**src/rtl/pusss_pkg.sv**
```systemverilog
// Package with constants and types for the power-up soft-start sequencer
package pusss_pkg;

    // ----------------------------------------------------------------
    // Timing
    // ----------------------------------------------------------------
    localparam int OSC_FREQ_KHZ        = 600;
    localparam int SETTLE_DELAY_US     = 6800;
    localparam int SAMPLE_MAX_US       = 3400;
    localparam int SOFTSTART_US        = 6800;
    localparam int SETTLE_CYCLES       = (SETTLE_DELAY_US * OSC_FREQ_KHZ) / 1000;
    localparam int SAMPLE_MAX_CYCLES   = (SAMPLE_MAX_US * OSC_FREQ_KHZ) / 1000;
    localparam int SOFTSTART_CYCLES    = (SOFTSTART_US * OSC_FREQ_KHZ) / 1000;
    localparam int RAMP_STEPS          = 64;
    localparam int STEP_CYCLES         = SOFTSTART_CYCLES / RAMP_STEPS;
    localparam int EA_INIT_STEPS       = 2;
    localparam int DUMMY_SOFTSTARTS    = 2;
    localparam int CNT_W               = 16;
    localparam int TRIP_W              = 8;
    localparam int RAMP_W              = 7;

    // Ramp code at which the reference equals the final value
    localparam logic [RAMP_W-1:0] RAMP_FINAL = 7'h40;
    localparam logic [RAMP_W-1:0] RAMP_ZERO  = 7'h00;
    localparam logic [TRIP_W-1:0] TRIP_ZERO  = 8'h00;

    // ----------------------------------------------------------------
    // States
    // ----------------------------------------------------------------
    typedef enum logic [6:0] {
        ST_RESET   = 7'h01,
        ST_WAIT_EN = 7'h02,
        ST_SETTLE  = 7'h04,
        ST_SAMPLE  = 7'h08,
        ST_SOFT    = 7'h10,
        ST_REG     = 7'h20,
        ST_HICCUP  = 7'h40
    } pusss_state_e;

    // Gate and amplifier controls toward the power stage
    typedef struct packed {
        logic hs_allow;
        logic ls_allow;
        logic ea_enable;
        logic trip_src_on;
    } pusss_drive_s;

endpackage

```
**src/rtl/pusss_tick.sv**
```systemverilog
// Divider that turns the system clock into oscillator-rate ticks
`timescale 1ns/10ps
module pusss_tick #(
    parameter int DIV = 166
) (
    input  wire logic clk,
    input  wire logic rst_n,
    output logic      tick
);
    logic [15:0] cnt_reg;
    wire         wrap = (cnt_reg == 16'(DIV - 1));

    always_ff @(posedge clk or negedge rst_n) begin
        if (!rst_n) begin
            cnt_reg <= 16'h0000;
            tick    <= 1'b0;
        end else begin
            cnt_reg <= wrap ? 16'h0000 : cnt_reg + 16'h0001;
            tick    <= wrap;
        end
    end
endmodule

```
**src/rtl/pusss_seq.sv**
```systemverilog
// Power-up soft-start sequencer: POR, enable, settle, trip sample, ramp, hiccup
//
// How it works
// - Bias POR rising starts sample sequence
// - Low enable pin postpones all initialization
// - Timing starts only above disable threshold
// - Fixed settle delay before trip sampling
// - Settle: low-side off, trip source on
// - Sample time grows with trip setting
// - Trip level held in counter for DAC
// - Sample done launches soft-start at once
// - Reference ramps zero to final value
// - Sixty-four equal steps, fixed rate
// - Error amp enabled after short init
// - Ramp reaching final ends soft-start
// - Prebias low: switches off until ramp passes
// - Prebias high: switches off until ramp ends
// - Ramp never waits for input supply
// - Enable toggle repeats full init, resample
// - Retries reuse stored trip level
// - Trip: shut off, two dummy ramps, retry
// - All delays counted in oscillator ticks
`timescale 1ns/10ps
module pusss_seq
    import pusss_pkg::*;
#(
    parameter int SETTLE_TICKS = SETTLE_CYCLES,
    parameter int SAMPLE_TICKS = SAMPLE_MAX_CYCLES,
    parameter int STEP_TICKS   = STEP_CYCLES,
    parameter int TICK_DIV     = 166
) (
    input  wire logic              clk,
    input  wire logic              rst_n,
    input  wire logic              bias_por_ok,
    input  wire logic              en_above_dis,
    input  wire logic              trip_cmp_reached,
    input  wire logic              prebias_above_ramp,
    input  wire logic              overcurrent_guard,
    output pusss_pkg::pusss_drive_s drive,
    output logic [6:0]             ramp_code,
    output logic [7:0]             trip_dac,
    output logic                   softstart_done,
    output logic                   seq_state_onehot_valid
);
    import pusss_pkg::*;

    // ----------------------------------------------------------------
    // Oscillator tick
    // ----------------------------------------------------------------
    logic tick;

    pusss_tick #(
        .DIV (TICK_DIV)
    ) u_tick (
        .clk   (clk),
        .rst_n (rst_n),
        .tick  (tick)
    );

    // ----------------------------------------------------------------
    // State and counters
    // ----------------------------------------------------------------
    pusss_state_e        state_reg;
    pusss_state_e        state_next;
    logic [CNT_W-1:0]    cnt_reg;
    logic [CNT_W-1:0]    cnt_next;
    logic [RAMP_W-1:0]   ramp_reg;
    logic [RAMP_W-1:0]   ramp_next;
    logic [TRIP_W-1:0]   trip_reg;
    logic [TRIP_W-1:0]   trip_next;
    logic [1:0]          dummy_reg;
    logic [1:0]          dummy_next;
    logic                dummy_run_reg;
    logic                dummy_run_next;
    logic                switch_ok_reg;
    logic                switch_ok_next;

    wire cnt_hit_settle = (cnt_reg >= CNT_W'(SETTLE_TICKS - 1));
    wire cnt_hit_sample = (cnt_reg >= CNT_W'(SAMPLE_TICKS - 1));
    wire cnt_hit_step   = (cnt_reg >= CNT_W'(STEP_TICKS - 1));
    wire ramp_at_final  = (ramp_reg >= RAMP_FINAL);
    wire ea_ready       = (ramp_reg >= RAMP_W'(EA_INIT_STEPS));
    wire trip_full      = (trip_reg == {TRIP_W{1'b1}});
    wire step_now       = tick && cnt_hit_step;
    wire dummy_active   = (state_reg == ST_HICCUP) || dummy_run_reg;

    // Ramp counter advance; one code per step period
    function automatic logic [RAMP_W-1:0] ramp_inc(input logic [RAMP_W-1:0] r);
        ramp_inc = (r >= RAMP_FINAL) ? RAMP_FINAL : r + RAMP_W'(1);
    endfunction

    // ----------------------------------------------------------------
    // Next-state logic
    // ----------------------------------------------------------------
    always_comb begin
        state_next     = state_reg;
        cnt_next       = cnt_reg;
        ramp_next      = ramp_reg;
        trip_next      = trip_reg;
        dummy_next     = dummy_reg;
        dummy_run_next = dummy_run_reg;
        switch_ok_next = switch_ok_reg;
        case (state_reg)
            ST_RESET: begin
                trip_next      = TRIP_ZERO;
                ramp_next      = RAMP_ZERO;
                switch_ok_next = 1'b0;
                if (bias_por_ok) begin
                    state_next = ST_WAIT_EN;
                end
            end
            ST_WAIT_EN: begin
                cnt_next  = '0;
                ramp_next = RAMP_ZERO;
                // Nothing times until the pin has crossed the threshold
                if (en_above_dis) begin
                    state_next = ST_SETTLE;
                end
            end
            ST_SETTLE: begin
                // Old level cleared early so the comparator never sees it in sampling
                trip_next = TRIP_ZERO;
                if (tick) begin
                    cnt_next = cnt_reg + CNT_W'(1);
                end
                if (tick && cnt_hit_settle) begin
                    cnt_next   = '0;
                    trip_next  = TRIP_ZERO;
                    state_next = ST_SAMPLE;
                end
            end
            ST_SAMPLE: begin
                // Counter climbs until the DAC matches the trip pin; a high
                // setting therefore takes longer, capped at the maximum time
                if (tick) begin
                    cnt_next = cnt_reg + CNT_W'(1);
                    if (!trip_cmp_reached && !trip_full) begin
                        trip_next = trip_reg + TRIP_W'(1);
                    end
                end
                if (trip_cmp_reached || (tick && cnt_hit_sample) || trip_full) begin
                    cnt_next       = '0;
                    ramp_next      = RAMP_ZERO;
                    switch_ok_next = 1'b0;
                    state_next     = ST_SOFT;
                end
            end
            ST_SOFT: begin
                // Ramp is purely time based and never looks at the input rail
                if (tick) begin
                    cnt_next = cnt_reg + CNT_W'(1);
                end
                if (step_now) begin
                    cnt_next  = '0;
                    ramp_next = ramp_inc(ramp_reg);
                end
                if (!prebias_above_ramp && !dummy_run_reg) begin
                    switch_ok_next = 1'b1;
                end
                if (step_now && ramp_at_final) begin
                    switch_ok_next = !dummy_run_reg;
                    state_next     = ST_REG;
                    if (dummy_run_reg) begin
                        state_next = ST_HICCUP;
                    end
                end
                if (overcurrent_guard && !dummy_run_reg) begin
                    switch_ok_next = 1'b0;
                    dummy_next     = 2'(DUMMY_SOFTSTARTS);
                    state_next     = ST_HICCUP;
                end
            end
            ST_REG: begin
                switch_ok_next = 1'b1;
                if (overcurrent_guard) begin
                    switch_ok_next = 1'b0;
                    dummy_next     = 2'(DUMMY_SOFTSTARTS);
                    state_next     = ST_HICCUP;
                end
            end
            ST_HICCUP: begin
                // Keeps the stored trip level; no resample on retries
                cnt_next       = '0;
                ramp_next      = RAMP_ZERO;
                switch_ok_next = 1'b0;
                state_next     = ST_SOFT;
                if (dummy_reg != 2'h0) begin
                    dummy_next     = dummy_reg - 2'h1;
                    dummy_run_next = 1'b1;
                end else begin
                    dummy_run_next = 1'b0;
                end
            end
            default: begin
                state_next = ST_RESET;
            end
        endcase
        // Enable pulled low after POR: full initialization again
        if (state_reg != ST_RESET && state_reg != ST_WAIT_EN && !en_above_dis) begin
            state_next     = ST_WAIT_EN;
            ramp_next      = RAMP_ZERO;
            switch_ok_next = 1'b0;
            dummy_run_next = 1'b0;
            dummy_next     = 2'h0;
        end
        if (!bias_por_ok) begin
            state_next     = ST_RESET;
            ramp_next      = RAMP_ZERO;
            trip_next      = TRIP_ZERO;
            switch_ok_next = 1'b0;
            dummy_run_next = 1'b0;
            dummy_next     = 2'h0;
        end
    end

    always_ff @(posedge clk or negedge rst_n) begin
        if (!rst_n) begin
            state_reg     <= ST_RESET;
            cnt_reg       <= '0;
            ramp_reg      <= RAMP_ZERO;
            trip_reg      <= TRIP_ZERO;
            dummy_reg     <= 2'h0;
            dummy_run_reg <= 1'b0;
            switch_ok_reg <= 1'b0;
        end else begin
            state_reg     <= state_next;
            cnt_reg       <= cnt_next;
            ramp_reg      <= ramp_next;
            trip_reg      <= trip_next;
            dummy_reg     <= dummy_next;
            dummy_run_reg <= dummy_run_next;
            switch_ok_reg <= switch_ok_next;
        end
    end

    // ----------------------------------------------------------------
    // Registered outputs
    // ----------------------------------------------------------------
    wire in_soft_or_reg = (state_reg == ST_SOFT) || (state_reg == ST_REG);
    wire sw_on          = in_soft_or_reg && switch_ok_reg && ea_ready && !dummy_active;

    always_ff @(posedge clk or negedge rst_n) begin
        if (!rst_n) begin
            drive                  <= '0;
            ramp_code              <= RAMP_ZERO;
            trip_dac               <= TRIP_ZERO;
            softstart_done         <= 1'b0;
            seq_state_onehot_valid <= 1'b0;
        end else begin
            drive.hs_allow         <= sw_on;
            drive.ls_allow         <= sw_on && (state_reg != ST_SETTLE);
            drive.ea_enable        <= in_soft_or_reg && ea_ready && !dummy_run_reg;
            drive.trip_src_on      <= (state_reg == ST_SETTLE) || (state_reg == ST_SAMPLE);
            ramp_code              <= ramp_reg;
            trip_dac               <= trip_reg;
            softstart_done         <= (state_reg == ST_REG);
            seq_state_onehot_valid <= $onehot(state_reg);
        end
    end

endmodule

```
**config.mk**
```make
export PLATFORM = sky130hd
export DESIGN_NAME = pusss_seq
export DESIGN_NICKNAME = d
export VERILOG_FILES = /design/src/rtl/pusss_pkg.sv /design/src/rtl/pusss_tick.sv /design/src/rtl/pusss_seq.sv
export SDC_FILE = /design/constraint.sdc
export NUM_CORES = 1
export LEC_CHECK = 0
export BUFFER_PORTS_ARGS = -buffer_cell sky130_fd_sc_hd__buf_2
export CORE_MARGIN = 5
export CORE_UTILIZATION = 35
export CTS_CLUSTER_DIAMETER = 120
export CTS_CLUSTER_SIZE = 40
export DETAILED_ROUTE_END_ITERATION = 7
export PLACE_DENSITY_LB_ADDON = 0.25
export SLEW_MARGIN = 30
export SYNTH_ARGS = -nofsm -noshare
export SYNTH_HDL_FRONTEND = slang
export SYNTH_SLANG_ARGS = --single-unit
export TNS_END_PERCENT = 100
```
**constraint.sdc**
```tcl
create_clock -name clk -period 5.6 [get_ports clk]
set_input_delay 1.12 -clock clk [delete_from_list [all_inputs] [get_ports clk]]
set_output_delay 1.12 -clock clk [all_outputs]
set_load 0.01 [all_outputs]
```
==> summary.md, run 1 <==
| Metric | Value |
|---|---|
| Setup Skew | 0.00753 ns |
| Cells after synthesis | 411 |
| Count leader, synth | dfrtp_1 |
| Fillers | 1122 |
| Number of I/O port buffers | 27 |
| WL met3 | 289 um |
| Fin area | 0.00473 mm2 |
| CP delay by family, top | adder cells |
| RePlAce Congestion | 0.797 |
| Syn avg cell area | 10.1 um2 |
| Mapped Nets | 433 |
| Clock Sinks | 80 |
| Slew HR | 48.7% |
| R2R Setup Slk | 2.87 ns |
| Flops & latches, synth | 80 |
| Asr flop ratio synth | 100% |
| DP Area | 0.00440 mm2 |
| Total Die Area | 0.0141 mm2 |
| CP max stage delay | 0.54 ns |
| Slew Limit Fails | 0 |
| Post-synth EDFFs | 0 |
| Critical path depth | 8 |
| Setup tns final | 0 ns |
| Slew @ Worst Pin | 0.761 ns |
| CP cell instances | fa_1, inv_1, fa_1, inv_1, fa_1, inv_1, fa_1, and3_1 |
| Min-delay src | trip_reg[6] |
| Critical-path top delay cell | fa_1 |
| Clk Latency, worst-skew pair | 0.34 ns |
| DRC | 0 |
| Final ANT Viol Nets | 0 |
| Crit. End Element | flop |
| H-tree depth | 3 |
| Worst Hold Class | flop to flop |
| Worst hold endpoint | trip_dac[6] |
| Critical R2R Launch | state_reg[3] |
| Register area share after synthesis | 48.3% |
| Synth-to-Final Area Change | 14.1% |
| Setup Viol. Count Final | 0 |
| Layout cells sized above 1 | 15.5% |
| Routed Wire Length | 8640 um |
| Power density cells | 278 mW/mm2 |
| # hold bufs at CTS | 0 |
| Max Clock Freq | 366 MHz |
| Worst path bufs/invs | 3 |
| Most frequent CP cell | fa_1 |
| Post_cts resized | 0 |
| Max clock buf depth | 2 |
| Max_cap viols | 0 |
| Highest metal used | met4 |
| RSZ-0062 raised after global routing | no |
| WHS Path Cells | 0 |
| Met1 Wirelength | 4240 um |
| Met2 WL | 3970 um |
| Vias in the first global route | 3024 |
| Worst Setup Path Type | flop to flop |
| FP Rows | 39 |
| Core box area | 0.0115 mm2 |
| Required @ worst endpoint | 5.83 ns |
| Area share of the leading cell type in the synthesized netlist | 47.6% |
| Minimum clock period | 2.73 ns |
| Mean number of vias per cell | 5.23 |
| Starting Density | 36.0% |
| First-pass GRT wire length | 15200 um |
| Hold slack | 0.432 ns |
| Setup crit start kind | flop |
| Status | complete, no violations |
| Number of CTS-inserted buffers | 9 |
| Initial DRC count | 233 |
| Final period util | 48.8% |
| Antenna cell count | 0 |
| Pre-antenna DRT Iters | 4 |
| Post-DP HPWL | 6020 um |
| Overflow after GRT | 0 |
| Clock transition at path regs | 0.06 ns |
| Pin count of the biggest net entering global routing | 81 |
| Netlist Area Pre-Place | 0.00415 mm2 |
| Avg WL per Cell | 14.7 um |
| Ys Warns | 0 |
| Final worst setup slack | 2.87 ns |
| P_leak | 2.19 nW |
| Root buffer cell | clkbuf_16 |
| Worst-path fanout max | 9 |
| Pre-CTS setup slack | 2.58 ns |
| Max rail drop VDD | 136 uV |
| TritonCTS clock tree | done |
| Final hold violations | 0 |
| I/O pin count | 28 |
| Critical Path AT | 2.96 ns |
| Initial antenna violation count | 0 |
| Setup Fix Bufs, Post-CTS | 0 |
| Post-synth top flop | dfrtp_1 |
| Top post-synthesis cells by area | dfrtp_1, nor2_1, xnor2_1 |
| Reg2Reg Depth | 8 |
| Synth cell types | 65 |
| Die Wd | 119 um |
| Net count, final | 461 |
| Reg2reg end | seq_state_onehot_valid |
| Vias | 3068 |
| Die H | 119 um |
| Synth cell count leaders | dfrtp_1, nor2_1, inv_1, nand2_1, nand3_1 |
| Total GRT Usage | 13.0% |
| Post-synth top area cell | dfrtp_1 |
placed cells by master (no fill, tap or decap), types with 11 or more instances in the layout:
cell type / count
xor2_1: 14
ha_1: 11
dfrtp_1: 79
nor3_1: 12
nand3_1: 20
inv_1: 28
a21oi_1: 14
nand2_1: 28
xnor2_1: 17
buf_2: 26
and3_1: 15
nor2_1: 48
nand4_1: 13
report_power, final:
| group | switching, W | total (W) | leakage (nW) | internal [W] |
|---|---|---|---|---|
| Sequential | 0.00000444 | 0.000588 | 1.10 | 0.000583 |
| Clock | 0.000242 | 0.000647 | 0.163 | 0.000405 |
| Combinational | 0.0000545 | 0.0000828 | 0.926 | 0.0000283 |
cells by family (layout without fill, tap and decap cells):
family                     count (synthesis)  in the layout  share of synthesized area (%)
DFF                                       80             80                           48.3
xor gates and xnor gates                  31             31                           6.54
adders and majority gates                 15             15                           5.25
muxes                                      2              2                          0.513
buffers and inverters                     38             71                           4.10
AOI/OAI and AO/OA                         65             65                           11.6
and+or+nand+nor                          180            180                           23.7
stage by stage:
step	total power, W	util, %	cells
5_1_grt	0.00137	41.1	587
3_5_place_dp	0.000684	38.2	571
3_3_place_gp	0.000681	38.2	571
2_1_floorplan	0.000655	-	411
4_1_cts	0.00134	41.1	587
6_report	0.00132	41.1	587
per-layer routing:
layer	global-route usage, %	up-vias
met5	0	-
met4	4.56	0
met3	2.89	11
met2	20.0	47
li1	-	1507
met1	18.1	1503
how the worst max path moves through the flow:
stage                     slack [ns]         start                     end
after floorplan                 2.99   bias_por_ok            dummy_reg[1]
after global placement          2.64   bias_por_ok            state_reg[0]
after detailed placement        2.58   bias_por_ok            state_reg[0]
after CTS                       2.84  state_reg[3]  seq_state_onehot_valid
after global routing            2.70  state_reg[0]            state_reg[0]
final                           2.87  state_reg[3]  seq_state_onehot_valid
layout make-up:
class                   count  area (um2)  share of cell area (%)
repair buffers             27         141                    2.99
flip-flops and latches     80        2000                    42.3
clock buffers              10         239                    5.05
well taps                 143         179                    3.78
clock inverters             6        91.3                    1.93
multi-input cells         293        1980                    41.7
inverters                  28         105                    2.22
(Power assumes the default switching activity.)
==> inputs of run 2 (changes only) <==
--- a/config.mk
+++ b/config.mk
@@ -5,6 +5,7 @@
 export SDC_FILE = /design/constraint.sdc
 export NUM_CORES = 1
 export LEC_CHECK = 0
+export ABC_AREA = 1
 export BUFFER_PORTS_ARGS = -buffer_cell sky130_fd_sc_hd__buf_2
 export CORE_MARGIN = 5
 export CORE_UTILIZATION = 35
==> constraint.sdc (replaced) <==
create_clock -name clk -period 2.3 [get_ports clk]
set_input_delay 0.46 -clock clk [delete_from_list [all_inputs] [get_ports clk]]
set_output_delay 0.46 -clock clk [all_outputs]
set_load 0.01 [all_outputs]
==> run 2 against run 1 <==
  * The run now ends with setup timing left
  * Cell area is 12% higher
  * Register-to-register slack worse by 3.1 ns
  * Die area is 8.1% higher
  * Global-route usage is 1.0 points higher
  * Sequential power grew to 3.0 times the previous value
  * Power grew to 3.1 times the previous value
  * Maximum frequency is 8.7% higher
  * Clock power is 140% higher
  * Combinational power grew to 8.8 times the previous value
  * Critical path depth stayed put
  * Via count is 21% higher
  * Worst setup slack worse by 3.1 ns
  * Critical path type unchanged
  * Largest cell class is now multi-input combinational cells
==> summary.md, run 2 <==
| Metric | Value |
|---|---|
| Top post-synthesis cells by area | dfrtp_1, nand2_1, nand3_1 |
| I/O pin count | 28 |
| Worst Hold Class | primary input to async pin |
| TritonCTS clock tree | done |
| Initial DRC count | 279 |
| Final ANT Viol Nets | 0 |
| Avg WL per Cell | 12.6 um |
| Netlist Area Pre-Place | 0.00452 mm2 |
| Clk Latency, worst-skew pair | 0.34 ns |
| Power density cells | 763 mW/mm2 |
| Number of CTS-inserted buffers | 9 |
| Net count, final | 633 |
| Slew Limit Fails | 0 |
| Hold slack | 0.186 ns |
| Xor/xnor share of the synthesized area | 3.30% |
| Starting Density | 35.8% |
| Placed cell count | 769 |
| Most frequent cells in the layout | nand2_1, dfrtp_1, inv_1, nand3_1, nor2_1 |
| Root buffer cell | clkbuf_16 |
| Total GRT Usage | 14.0% |
| Slew @ Worst Pin | 0.749 ns |
| Vias in the first global route | 3665 |
| Required @ worst endpoint | 2.53 ns |
| Number of I/O port buffers | 27 |
| H-tree depth | 3 |
| Initial antenna violation count | 0 |
| Post-synth top area cell | dfrtp_1 |
| Critical-path top delay cell | fa_1 |
| Die H | 124 um |
| Post-synthesis compound-gate area fraction | 6.10% |
| Worst Setup Path Type | flop to flop |
| Ys Warns | 0 |
| Failing checks | setup timing |
| Crit. End Element | flop |
| DRC | 0 |
| Cells after synthesis | 568 |
| Simple-gate area share of the yosys netlist | 32.5% |
| R2R Setup Slk | -0.21 ns |
| Antenna cell count | 0 |
| Main combinational cell family by area after synthesis | simple AND/OR/NAND/NOR gates |
| Minimum clock period | 2.51 ns |
| Final hold violations | 0 |
| Asr flop ratio synth | 100% |
| Vias | 3725 |
| Flops & latches, synth | 80 |
| Setup Skew | 0.0105 ns |
| Register area share after synthesis | 44.4% |
| Worst-path fanout max | 2 |
| Most frequent CP cell | fa_1 |
| Mapped Nets | 590 |
| Multiplexer share of the synthesized area | 0% |
| CP cell instances | fa_1, inv_1, fa_1, inv_1, fa_2, inv_2, fa_1, and3_1 |
| RSZ-0062 raised after global routing | yes |
| Slew HR | 50.0% |
| Max rail drop VDD | 375 uV |
| Pre-CTS setup slack | -0.220 ns |
| Max_cap viols | 0 |
| Overall power | 0.00403 W |
| Synth cell count leaders | nand2_1, dfrtp_1, inv_1, nand3_1, nor2_1 |
| Final worst setup slack | -0.215 ns |
| Clock transition at path regs | 0.06 ns |
| Pre-antenna DRT Iters | 5 |
| Setup crit start kind | flop |
| Total Die Area | 0.0153 mm2 |
| First-pass GRT wire length | 17100 um |
| Mean number of vias per cell | 4.73 |
| Clock Sinks | 80 |
| Critical Path AT | 2.75 ns |
| Layout cells sized above 1 | 17.9% |
| Overflow after GRT | 0 |
| Max Clock Freq | 398 MHz |
| Status | finished with violations |
| Post-DP HPWL | 7180 um |
| RePlAce Congestion | 0.883 |
| Count leader, synth | nand2_1 |
| Core box area | 0.0126 mm2 |
| Syn avg cell area | 7.95 um2 |
| Non-filler cells in the finished layout | 788 |
| Final period util | 109% |
| FP Rows | 41 |
| Post-synth top flop | dfrtp_1 |
| Synth cell types | 40 |
| Setup Viol. Count Final | 1 |
| CP max stage delay | 0.53 ns |
| DP Area | 0.00490 mm2 |
| Routed Wire Length | 9940 um |
| Pin count of the biggest net entering global routing | 60 |
| Max clock buf depth | 2 |
| Worst path bufs/invs | 3 |
| Synth Area in Adders | 4.82% |
| Post-synth EDFFs | 0 |
| Synth-to-Final Area Change | 17.1% |
| P_leak | 2.62 nW |
| Area share of the leading cell type in the synthesized netlist | 43.8% |
| CP delay by family, top | adder cells |
| Commonest non-fill, non-tap cell in the layout | nand2_1 |
| Fin area | 0.00529 mm2 |
| Die Wd | 124 um |
[run 2: kinds of logic after synthesis]
logic type | after synthesis
buf+inv | 96
compound gates | 52
flops | 80
xor+xnor | 17
fa+ha+maj | 15
simple gates | 308
[run 2: path summary, 6_finish.rpt]
| path | from | endpoint | depth (start not counted) |
|---|---|---|---|
| max in group asynchronous | rst_n | u_tick.cnt_reg[2] | 2 |
| min | rst_n | seq_state_onehot_valid | 1 |
| min in group clk | trip_reg[6] | trip_dac[6] | 0 |
| max | state_reg[0] | seq_state_onehot_valid | 8 |
| min reg2reg | trip_reg[6] | trip_dac[6] | 0 |
| max reg2reg | state_reg[0] | seq_state_onehot_valid | 8 |
[run 2: metal layers]
| metal | vias to the layer above | track usage (%) | share of wire [%] |
|---|---|---|---|
| li1 | 1914 | - | - |
| met1 | 1743 | 18.2 | 47 |
| met2 | 55 | 22.8 | 48 |
| met3 | 13 | 3.22 | 3.7 |
| met4 | 0 | 4.91 | 1.2 |
| met5 | - | 0 | 0 |
[run 2: repair_timing]
| action | CTS | global route |
|---|---|---|
| resized for setup | 1 | 15 |
| cloned | 0 | 1 |
| hold endpoints to repair | 0 | 0 |
| buffers inserted | 0 | 2 |
| endpoints found under the setup margin | 1 | 35 |
| pin swaps | 0 | 2 |
| hold buffers | 0 | 0 |
[run 2: stage by stage]
stage               setup TNS (ns)  utilization (%)
global placement            -0.182             38.8
floorplan                   -0.161                -
global route                -0.436             41.9
finish                      -0.215             41.9
detailed placement          -0.220             38.8
CTS                         -0.222             41.3
[run 2: layout make-up]
type / instances / area (um2)
multi-input cells: 393 / 2170
well taps: 172 / 215
inverters: 86 / 327
flip-flops and latches: 80 / 2000
fillers: 1317 / 7330
clock inverters: 6 / 92.6
clock buffers: 10 / 229
repair buffers: 41 / 255
[run 2: power breakdown]
part / internal, W / leakage, nW / switching [W]
Combinational: 0.000278 / 1.41 / 0.000454
Clock: 0.000956 / 0.149 / 0.000586
Sequential: 0.00156 / 1.06 / 0.000196
Total: 0.00280 / 2.62 / 0.00124
==> inputs of run 3 (changes only) <==
--- a/config.mk
+++ b/config.mk
@@ -7,8 +7,10 @@
 export LEC_CHECK = 0
 export ABC_AREA = 1
 export BUFFER_PORTS_ARGS = -buffer_cell sky130_fd_sc_hd__buf_2
+export CELL_PAD_IN_SITES_DETAIL_PLACEMENT = 1
+export CELL_PAD_IN_SITES_GLOBAL_PLACEMENT = 2
 export CORE_MARGIN = 5
-export CORE_UTILIZATION = 35
+export CORE_UTILIZATION = 33
 export CTS_CLUSTER_DIAMETER = 120
 export CTS_CLUSTER_SIZE = 40
 export DETAILED_ROUTE_END_ITERATION = 7
==> run 3 against run 2 <==
  * The run still ends with setup timing left
  * Clock skew barely moved
  * Register-to-register slack worse by 0.02 ns
  * Flip-flop and latch count did not move
  * First-iteration DRC count shrank 48%
  * Maximum frequency fell by 0.90%
  * Hold slack lost 0.13 ns
  * Largest power group unchanged
==> summary.md, run 3 (synthesis results as in run 2) <==
| Metric | Value |
|---|---|
| Highest metal used | met4 |
| Worst-path fanout max | 2 |
| Number of I/O port buffers | 27 |
| Hold slack | 0.0594 ns |
| Final ANT Viol Nets | 0 |
| Max rail drop VDD | 382 uV |
| CP cell instances | fa_1, inv_1, fa_1, inv_1, fa_2, inv_2, fa_1, and3_1 |
| Clock transition at path regs | 0.07 ns |
| Max clock buf depth | 2 |
| Setup Viol. Count Final | 1 |
| Slew Limit Fails | 0 |
| Crit. End Element | flop |
| Commonest non-fill, non-tap cell in the layout | nand2_1 |
| Total GRT Usage | 15.2% |
| Net count, final | 633 |
| Layout cells sized above 1 | 17.1% |
| Setup Skew | 0.0105 ns |
| FF+latch area | 0.00200 mm2 |
| Vias in the first global route | 4096 |
| Overall power | 0.00414 W |
| TritonCTS clock tree | done |
| H-tree depth | 3 |
| Worst path bufs/invs | 3 |
| FP Rows | 42 |
| Minimum clock period | 2.54 ns |
| R2R Setup Slk | -0.24 ns |
| Pin count of the biggest net entering global routing | 34 |
| Pre-antenna DRT Iters | 4 |
| Core box area | 0.0133 mm2 |
| Initial antenna violation count | 0 |
| Critical Path AT | 2.77 ns |
| Synth-to-Final Area Change | 16.8% |
| DRC | 0 |
| Max_cap viols | 0 |
| Slew HR | 67.8% |
| RePlAce Congestion | 0.804 |
| Clock Sinks | 80 |
| CP delay by family, top | adder cells |
| Power density cells | 784 mW/mm2 |
| P_leak | 2.63 nW |
| First-pass GRT wire length | 19800 um |
| Mean number of vias per cell | 4.83 |
| Worst Setup Path Type | flop to flop |
| Status | finished with violations |
| Vias | 3823 |
| Most frequent cells in the layout | nand2_1, dfrtp_1, inv_1, nand3_1, nor2_1 |
| Slew @ Worst Pin | 0.483 ns |
| WL met3 | 223 um |
| CP max stage delay | 0.54 ns |
| Starting Density | 33.8% |
| Fillers | 1631 |
| Post-DP HPWL | 8770 um |
| Root buffer cell | clkbuf_16 |
| Max Clock Freq | 394 MHz |
| Setup crit start kind | flop |
| Clk Latency, worst-skew pair | 0.35 ns |
| Met2 WL | 5680 um |
| Worst Hold Class | primary input to async pin |
| Die Wd | 127 um |
| Total Die Area | 0.0161 mm2 |
| Antenna cell count | 0 |
| Critical-path top delay cell | fa_1 |
| I/O pin count | 28 |
| Met1 Wirelength | 5380 um |
| Final period util | 110% |
| Routed Wire Length | 11500 um |
| Die H | 127 um |
| Number of CTS-inserted buffers | 9 |
| RSZ-0062 raised after global routing | yes |
| Final worst setup slack | -0.238 ns |
| Final hold violations | 0 |
| Required @ worst endpoint | 2.53 ns |
| Most frequent CP cell | fa_1 |
| Multi-input gate area | 0.00213 mm2 |
| Failing checks | setup timing |
| Avg WL per Cell | 14.5 um |
| Initial DRC count | 145 |
| Overflow after GRT | 0 |
run 3: cell types whose count changed in the layout (fill, tap and decap cells not counted), sizes merged:
cell and delta:
buf +1, bufinv +1, clkbuf -1, clkinv +2
clkinvlp -2, inv -1, nand2 -1
run 3: metal layers:
layer | vias up | GRT usage, %
met5 | - | 0
met3 | 13 | 3.17
met2 | 21 | 25.7
li1 | 1913 | -
met1 | 1876 | 19.5
met4 | 0 | 4.79
run 3: area by class of cell:
class / instances / area share [%]
Tap cell: 176 / 4.17
Inverter: 86 / 6.24
Multi-Input combinational cell: 392 / 40.3
Timing Repair Buffer: 42 / 4.98
Clock buffer: 9 / 4.27
Clock inverter: 6 / 2.06
Sequential cell: 80 / 38.0
run 3: metrics by stage:
stage	instance area, um2	cells	TNS (ns)	utilization, %	worst slack [ns]
floorplan	4520	568	-0.161	-	-0.161
global placement	4910	774	-0.199	36.8	-0.199
detailed placement	4910	774	-0.248	36.8	-0.248
CTS	5250	790	-0.260	39.3	-0.260
global route	5280	791	-0.415	39.5	-0.300
finish	5280	791	-0.238	39.5	-0.238
run 3: repair_timing:
action                                  4_1_cts  5_1_grt
gates resized for setup                       2        6
pin swaps                                     0        1
hold endpoints to repair                      0        0
hold buffers                                  0        0
endpoints found under the setup margin        2       32
setup buffers                                 1        1
run 3: power by group:
part / switching [W] / leakage (nW) / internal (W)
logic: 0.000465 / 1.40 / 0.000272
clock network: 0.000579 / 0.165 / 0.00105
registers: 0.000204 / 1.06 / 0.00156
run 3: final timing paths:
check                             start                      to  cells after the start
max in group asynchronous         rst_n            state_reg[0]                      2
max                        state_reg[0]  seq_state_onehot_valid                      8
min in group clk            trip_reg[6]             trip_dac[6]                      0
max reg2reg                state_reg[0]  seq_state_onehot_valid                      8
min reg2reg                 trip_reg[6]             trip_dac[6]                      0
min                               rst_n              cnt_reg[8]                      1
